==> src/racpl_consts.vh <==
// constants for the remote adc configuration and serial port lock registers
// assumes a 16-bit register address presented by the serial port front end
`ifndef RACPL_CONSTS_VH
`define RACPL_CONSTS_VH
// ****************************************
// register addresses
// ****************************************
`define RACPL_ADDR_REMOTE_ADC_CONFIG 16'hE708
`define RACPL_ADDR_PORT_LOCK_CONFIG 16'hEA00
// ****************************************
// field positions and reset values
// ****************************************
`define RACPL_AUX_SEL_LSB 0
`define RACPL_AUX_SEL_MSB 3
`define RACPL_CLK_OFF_BIT 6
`define RACPL_SOFT_RST_BIT 7
`define RACPL_LOCK_BIT 0
`define RACPL_AUX_SEL_RESET 4'hF
`define RACPL_ADC_CFG_RD_MASK 8'hCF
`define RACPL_LOCK_RD_MASK 8'h01
// ****************************************
// port selection and remote clock divider
// ****************************************
`define RACPL_SS_TOGGLES 2'd3
`define RACPL_CLK_DIV_HALF 1'b1
`endif

==> src/racpl_top.v <==
// remote adc configuration register and host serial port lock register
// assumes a decoded write/read strobe from the serial front end and synchronous pin inputs
`include "racpl_consts.vh"

// Functional notes
// bits 0..3 select aux voltage input per remote adc; each resets to one
// cleared selection bit makes that adc measure its temperature sensor
// reserved bits reset to zero, read zero and control nothing
// bit 6 set holds remote clock output high; clear lets clock run
// writing one to bit 7 starts a software reset of all remote adcs
// while unlocked, three slave select toggles switch host port to spi
// with i2c chosen, writing lock bit one makes slave select toggles ignored
// with spi chosen, any write to port lock register locks the choice
// once locked, port choice changes only on hardware reset
module racpl_top (
	input wire CLOCK,
	input wire RST_B,
	input wire [15:0] ADDR,
	input wire [7:0] WDATA,
	input wire WR_STB,
	input wire RD_STB,
	input wire SLAVE_SELECT_PIN,
	output reg [7:0] RDATA,
	output reg RVALID,
	output reg PHASE_A_AUX_SELECT,
	output reg PHASE_B_AUX_SELECT,
	output reg PHASE_C_AUX_SELECT,
	output reg NEUTRAL_AUX_SELECT,
	output reg REMOTE_CLOCK_OUTPUT,
	output reg REMOTE_SOFT_RESET,
	output reg HOST_PORT_SPI,
	output reg HOST_PORT_LOCKED
);

	// ****************************************
	// registers and next values
	// ****************************************
	reg [3:0] aux_sel_r;
	reg [3:0] aux_sel_nxt;
	reg clk_off_r;
	reg clk_off_nxt;
	reg soft_rst_nxt;
	reg lock_bit_r;
	reg lock_bit_nxt;
	reg spi_sel_r;
	reg spi_sel_nxt;
	reg locked_r;
	reg locked_nxt;
	reg ss_prev_r;
	reg [1:0] toggle_cnt_r;
	reg [1:0] toggle_cnt_nxt;
	reg div_cnt_r;
	reg rclk_r;
	reg rclk_nxt;
	reg [7:0] rdata_nxt;
	wire wr_adc_cfg;
	wire wr_lock_cfg;
	wire rd_adc_cfg;
	wire rd_lock_cfg;
	wire ss_edge;

	// ****************************************
	// decode helpers
	// ****************************************
	// true when the strobe is high and the address matches exactly
	function addr_hit;
		input stb;
		input [15:0] a;
		input [15:0] target;
		begin
			addr_hit = stb && (a == target);
		end
	endfunction

	// readable image of the adc configuration, reserved bits forced low
	function [7:0] adc_cfg_image;
		input [3:0] sel;
		input off;
		begin
			adc_cfg_image = {1'b0, off, 2'b00, sel} & `RACPL_ADC_CFG_RD_MASK;
		end
	endfunction

	assign wr_adc_cfg = addr_hit(WR_STB, ADDR, `RACPL_ADDR_REMOTE_ADC_CONFIG);
	assign wr_lock_cfg = addr_hit(WR_STB, ADDR, `RACPL_ADDR_PORT_LOCK_CONFIG);
	assign rd_adc_cfg = addr_hit(RD_STB, ADDR, `RACPL_ADDR_REMOTE_ADC_CONFIG);
	assign rd_lock_cfg = addr_hit(RD_STB, ADDR, `RACPL_ADDR_PORT_LOCK_CONFIG);
	assign ss_edge = (SLAVE_SELECT_PIN != ss_prev_r);

	// ****************************************
	// remote adc configuration
	// ****************************************
	always @* begin
		aux_sel_nxt = aux_sel_r;
		clk_off_nxt = clk_off_r;
		soft_rst_nxt = 1'b0;
		if (wr_adc_cfg) begin
			aux_sel_nxt = WDATA[`RACPL_AUX_SEL_MSB:`RACPL_AUX_SEL_LSB];
			clk_off_nxt = WDATA[`RACPL_CLK_OFF_BIT];
			// one-cycle pulse, the bit self-clears and reads back zero
			soft_rst_nxt = WDATA[`RACPL_SOFT_RST_BIT];
		end
	end

	always @(posedge CLOCK) begin
		if (!RST_B) begin
			aux_sel_r <= `RACPL_AUX_SEL_RESET;
			clk_off_r <= 1'b0;
			REMOTE_SOFT_RESET <= 1'b0;
		end else begin
			aux_sel_r <= aux_sel_nxt;
			clk_off_r <= clk_off_nxt;
			REMOTE_SOFT_RESET <= soft_rst_nxt;
		end
	end

	always @(posedge CLOCK) begin
		if (!RST_B) begin
			PHASE_A_AUX_SELECT <= 1'b1;
			PHASE_B_AUX_SELECT <= 1'b1;
			PHASE_C_AUX_SELECT <= 1'b1;
			NEUTRAL_AUX_SELECT <= 1'b1;
		end else begin
			PHASE_A_AUX_SELECT <= aux_sel_r[0];
			PHASE_B_AUX_SELECT <= aux_sel_r[1];
			PHASE_C_AUX_SELECT <= aux_sel_r[2];
			NEUTRAL_AUX_SELECT <= aux_sel_r[3];
		end
	end

	// ****************************************
	// remote clock output, clock divided by four
	// ****************************************
	// divider flips every cycle, square wave flips every other cycle
	always @* begin
		rclk_nxt = rclk_r;
		if (div_cnt_r == `RACPL_CLK_DIV_HALF) begin
			rclk_nxt = ~rclk_r;
		end
	end

	always @(posedge CLOCK) begin
		if (!RST_B) begin
			div_cnt_r <= 1'b0;
			rclk_r <= 1'b0;
			REMOTE_CLOCK_OUTPUT <= 1'b0;
		end else begin
			div_cnt_r <= ~div_cnt_r;
			rclk_r <= rclk_nxt;
			// held high while disabled so the remote side sees no edges
			REMOTE_CLOCK_OUTPUT <= clk_off_r | rclk_r;
		end
	end

	// ****************************************
	// host port selection and lock
	// ****************************************
	always @* begin
		toggle_cnt_nxt = toggle_cnt_r;
		spi_sel_nxt = spi_sel_r;
		// toggles are ignored once locked or once spi is chosen
		if (!locked_r && !spi_sel_r && ss_edge) begin
			if (toggle_cnt_r == `RACPL_SS_TOGGLES - 2'd1) begin
				spi_sel_nxt = 1'b1;
			end else begin
				toggle_cnt_nxt = toggle_cnt_r + 2'd1;
			end
		end
	end

	always @* begin
		lock_bit_nxt = lock_bit_r;
		locked_nxt = locked_r;
		if (wr_lock_cfg) begin
			// sticky until reset, reads back one once a one was written
			lock_bit_nxt = lock_bit_r | WDATA[`RACPL_LOCK_BIT];
			if (spi_sel_r || WDATA[`RACPL_LOCK_BIT]) begin
				locked_nxt = 1'b1;
			end
		end
	end

	always @(posedge CLOCK) begin
		if (!RST_B) begin
			ss_prev_r <= 1'b1;
			toggle_cnt_r <= 2'd0;
			spi_sel_r <= 1'b0;
			locked_r <= 1'b0;
			lock_bit_r <= 1'b0;
		end else begin
			ss_prev_r <= SLAVE_SELECT_PIN;
			toggle_cnt_r <= toggle_cnt_nxt;
			spi_sel_r <= spi_sel_nxt;
			locked_r <= locked_nxt;
			lock_bit_r <= lock_bit_nxt;
		end
	end

	// ****************************************
	// read data and status outputs
	// ****************************************
	always @* begin
		rdata_nxt = RDATA;
		if (rd_adc_cfg) begin
			rdata_nxt = adc_cfg_image(aux_sel_r, clk_off_r);
		end else if (rd_lock_cfg) begin
			rdata_nxt = {7'h00, lock_bit_r} & `RACPL_LOCK_RD_MASK;
		end else if (RD_STB) begin
			// unmapped addresses read as zero
			rdata_nxt = 8'h00;
		end
	end

	always @(posedge CLOCK) begin
		if (!RST_B) begin
			HOST_PORT_SPI <= 1'b0;
			HOST_PORT_LOCKED <= 1'b0;
			RDATA <= 8'h00;
			RVALID <= 1'b0;
		end else begin
			HOST_PORT_SPI <= spi_sel_r;
			HOST_PORT_LOCKED <= locked_r;
			RDATA <= rdata_nxt;
			RVALID <= RD_STB;
		end
	end

endmodule // racpl_top

==> config.mk <==
export PLATFORM = sky130hd
export DESIGN_NAME = racpl_top
export DESIGN_NICKNAME = d
export VERILOG_FILES = /design/src/racpl_top.v
export VERILOG_INCLUDE_DIRS = /design/src
export SDC_FILE = /design/constraint.sdc
export NUM_CORES = 1
export LEC_CHECK = 0
export BUFFER_PORTS_ARGS = -buffer_cell sky130_fd_sc_hd__buf_2
export CAP_MARGIN = 20
export CORE_MARGIN = 1.5
export CORE_UTILIZATION = 49
export CTS_CLUSTER_DIAMETER = 100
export CTS_CLUSTER_SIZE = 28
export DETAILED_ROUTE_END_ITERATION = 10
export GPL_ROUTABILITY_DRIVEN = 0
export GPL_TIMING_DRIVEN = 1
export PLACE_DENSITY = 0.89
export REMOVE_ABC_BUFFERS = 1
export SYNTH_ARGS = -nofsm -noshare
export SYNTH_HDL_FRONTEND = slang
export SYNTH_SLANG_ARGS = --single-unit
==> constraint.sdc <==
create_clock -name CLOCK -period 4.05 [get_ports CLOCK]
set_input_delay 0 -clock CLOCK [delete_from_list [all_inputs] [get_ports CLOCK]]
set_output_delay 0 -clock CLOCK [all_outputs]
set_load 0.005 [all_outputs]
==> impl_metrics.csv <==
group,metric,value,unit
outcome,status,"complete, no violations",
hold_path,hold_depth,3,
cells_and_area,syn_to_final_growth,31.8,%
logic_synthesis,synthCells,109,
setup_path,path_max_fanout,12,
sta,fin_setup_tns,0,ps
logic_synthesis,syn_area,0.00107,mm²
setup_path,cp_data_arrival_time,2170,ps
power,power_density,327,mW/mm²
logic_synthesis,ys_ff_latch,27,
logic_synthesis,synth.mux.area_fraction,0,%
floorplan,boundaryPins,46,
drt,dr.first_iter.drc_count,32,
setup_path,critPathMaxStageDelay,590,ps
setup_path,path_cells,"dlygate4sd3_1 > buf_2 > and4b_1 > nand2_1 > nor3_1 > o21ai_1 > dlygate4sd3_1",
clocking,post_cts_buffers,0,
clocking,clkTransAtPathRegs,140,ps
sta,setup_violations,0,
floorplan,start_util,53.4,%
setup_path,path_class,"primary input to flop",
placement,place_hpwl,1620,µm
logic_synthesis,ys.flop_type,"dfxtp_1",
logic_synthesis,synth_edf_count,0,
sta,slew_violations,0,
setup_path,endpoint_kind,"flop",
setup_path,cpMostUsedCell,"dlygate4sd3_1",
setup_path,critical_path.top_delay_family,"buffers and inverters",
logic_synthesis,yosys_warnings,0,
setup_path,worst-path-buf-inv,3,
floorplan,die_h,49.7,µm
logic_synthesis,synthXorXnorAreaFrac,2.46,%
setup_path,worst_ep_required_time,4280,ps
drt,antenna_left,0,
grt,antenna_found_initial,0,
sta,hold_ws,17.0,ps
drt,drc,0,
hold_path,hold_path_end,"RDATA[6]",
job,max_cap_violations,0,
power,peakVddDrop,180,µV
logic_synthesis,synthTopCellsByCount,"dfxtp_1, nor2_1, nand2b_1, a21oi_1, nand4_1",
setup_path,startpoint_type,"primary input",
hold_path,hp-class,"primary input to flop",
clocking,cts_tree,"done",
logic_synthesis,synth_cell_types,33,
power,cellLeakagePower,0.590,nW
cells_and_area,nets,191,
cells_and_area,final_layout_size_suffix_gt1_share,30.6,%
drt,vias,986,
logic_synthesis,syn_avg_cell_area,9.81,µm²
drt,routed_via_density,5.27,
clocking,worstSkewPairLatency,330,ps
sta,rsz0062_at_grt,"false",
hold_path,worstHoldStart,"RD_STB",
grt,gr-total-overflow,0,
logic_synthesis,synth.most_common_cell,"dfxtp_1",
clocking,cts_buffers,3,
sta,slew_headroom,55.6,%
grt,grt_pass1_vias,914,
cells_and_area,num_antenna_cells,0,
logic_synthesis,ys_seq_area_share,50.5,%
grt,grt_first_pass_wirelength,4150,µm
logic_synthesis,synth_adder_area_share,1.17,%
floorplan,coreArea,0.00200,mm²
logic_synthesis,synth_compound_area_share,12.0,%
placement,port_buffers,40,
clocking,htreeDepth,1,
clocking,clock_sinks,27,
sta,worst_pin_slew,656,ps
clocking,cts_root_buf,"clkbuf_4",
sta,fmax,516,MHz
setup_path,r2r-end,"toggle_cnt_r[1]",
floorplan,fp.dieArea,0.00247,mm²
logic_synthesis,post-synth-top-area-cell,"dfxtp_1",
drt,routed_wl,2540,µm
sta,period_needed,1940,ps
sta,hold_viol_final,0,
logic_synthesis,yosys.area_share.simple,26.1,%
grt,grt_max_degree,16,
setup_path,worstRegToRegCells,5,
floorplan,dieWidth,49.7,µm
logic_synthesis,synth_area_leaders,"dfxtp_1, nand2b_1, nor2_1",
sta,skew,14.1,ps
drt,routedWlPerCell,13.6,µm
sta,fin_crit_sh,47.9,%
setup_path,crit_path_top_delay_cell,"dlygate4sd3_1",
logic_synthesis,ys_async_sr_fraction,0,%
clocking,clock_path_buffers,2,
drt,dr.pass1.iters,4,
floorplan,core.rowCount,16,
grt,grt_usage,22.3,%
logic_synthesis,synth_top_area_share,50.5,%
setup_path,reg2reg_slack,2490,ps
logic_synthesis,synth_top_family_by_area,"simple AND/OR/NAND/NOR gates",
setup_path,r2r_start,"toggle_cnt_r[0]",
per-stage QoR:
stage | instances | utilization, % | area [µm²] | total power [mW] | setup slack, ps
3_3_place_gp | 169 | 62.1 | 1240 | 0.339 | 2520
4_1_cts | 187 | 70.4 | 1410 | 0.458 | 2210
3_5_place_dp | 169 | 62.1 | 1240 | 0.344 | 2480
2_1_floorplan | 102 | - | 1010 | 0.318 | 2720
6_report | 187 | 70.4 | 1410 | 0.461 | 2110
5_1_grt | 187 | 70.4 | 1410 | 0.483 | 1980
metal layers:
metal  vias to the layer above  global-route usage, %  part of all wire, %
li1                        480                      -                    -
met4                         0                   12.0                  2.6
met5                         -                      0                    0
met1                       436                   27.0                   39
met3                         7                   2.12                  7.0
met2                        63                   38.7                   51
state kept, by name (all words and copies together) (netlist names):
register / flops
REMOTE_SOFT_RESET: 1
RDATA: 5
clk_off_r: 1
rclk_r: 1
toggle_cnt_r: 2
PHASE_A_AUX_SELECT: 1
div_cnt_r: 1
HOST_PORT_LOCKED: 1
PHASE_C_AUX_SELECT: 1
ss_prev_r: 1
aux_sel_r: 4
PHASE_B_AUX_SELECT: 1
spi_sel_r: 1
NEUTRAL_AUX_SELECT: 1
lock_bit_r: 1
HOST_PORT_SPI: 1
locked_r: 1
RVALID: 1
REMOTE_CLOCK_OUTPUT: 1
how the worst max path moves through the flow:
| stage | start | endpoint | slack, ps | cells after the start |
|---|---|---|---|---|
| 2_1_floorplan | ADDR[2] | locked_r | 2720 | 4 |
| 3_3_place_gp | ADDR[2] | locked_r | 2520 | 5 |
| 3_5_place_dp | ADDR[2] | locked_r | 2480 | 5 |
| 4_1_cts | ADDR[10] | aux_sel_r[2] | 2210 | 7 |
| 5_1_grt | ADDR[10] | aux_sel_r[2] | 1980 | 7 |
| 6_report | ADDR[10] | aux_sel_r[2] | 2110 | 7 |
worst reg2reg max path: stages, from the launching register on:
cell and delay, ps:
dfxtp_1 370, inv_1 50, ha_1 200, nor4_1 540, nor2_1 90, a211oi_1 230
logic make-up after synthesis:
kind of cell | Yosys count
buf+inv | 12
flops | 27
compound gates | 20
fa+ha+maj | 1
xor+xnor | 3
simple gates | 45
other cells | 1
cells in the final DEF, fill, tap and decap left out, drive strengths merged, types with 2 or more instances in the layout:
cell,n
clkbuf,4
inv,3
dlygate4sd3,14
conb,3
a21oi,7
nor3,5
o21ai,5
nand2b,9
nor2,10
xnor2,3
nand3,2
a31oi,4
nand2,3
buf,40
nand4,5
dfxtp,27
and2,3
cell type report:
class                   instances  area, µm²
fillers                       136        592
flip-flops and latches         27        541
multi-input cells              72        458
repair buffers                 54        340
well taps                      27       33.8
clock buffers                   4       26.3
inverters                       3       11.3
where the power goes:
group / total [mW] / internal, mW / switching [mW] / leakage (nW)
logic: 0.0629 / 0.0329 / 0.0300 / 0.355
clock network: 0.114 / 0.0386 / 0.0752 / 0.0150
registers: 0.284 / 0.277 / 0.00709 / 0.220
total: 0.461 / 0.348 / 0.112 / 0.590
timing repair:
action	4_1_cts	5_1_grt
resized for setup	0	0
endpoints found under the hold margin	12	0
hold buffers	14	0
Note: power is estimated with default switching activity, not from simulation.
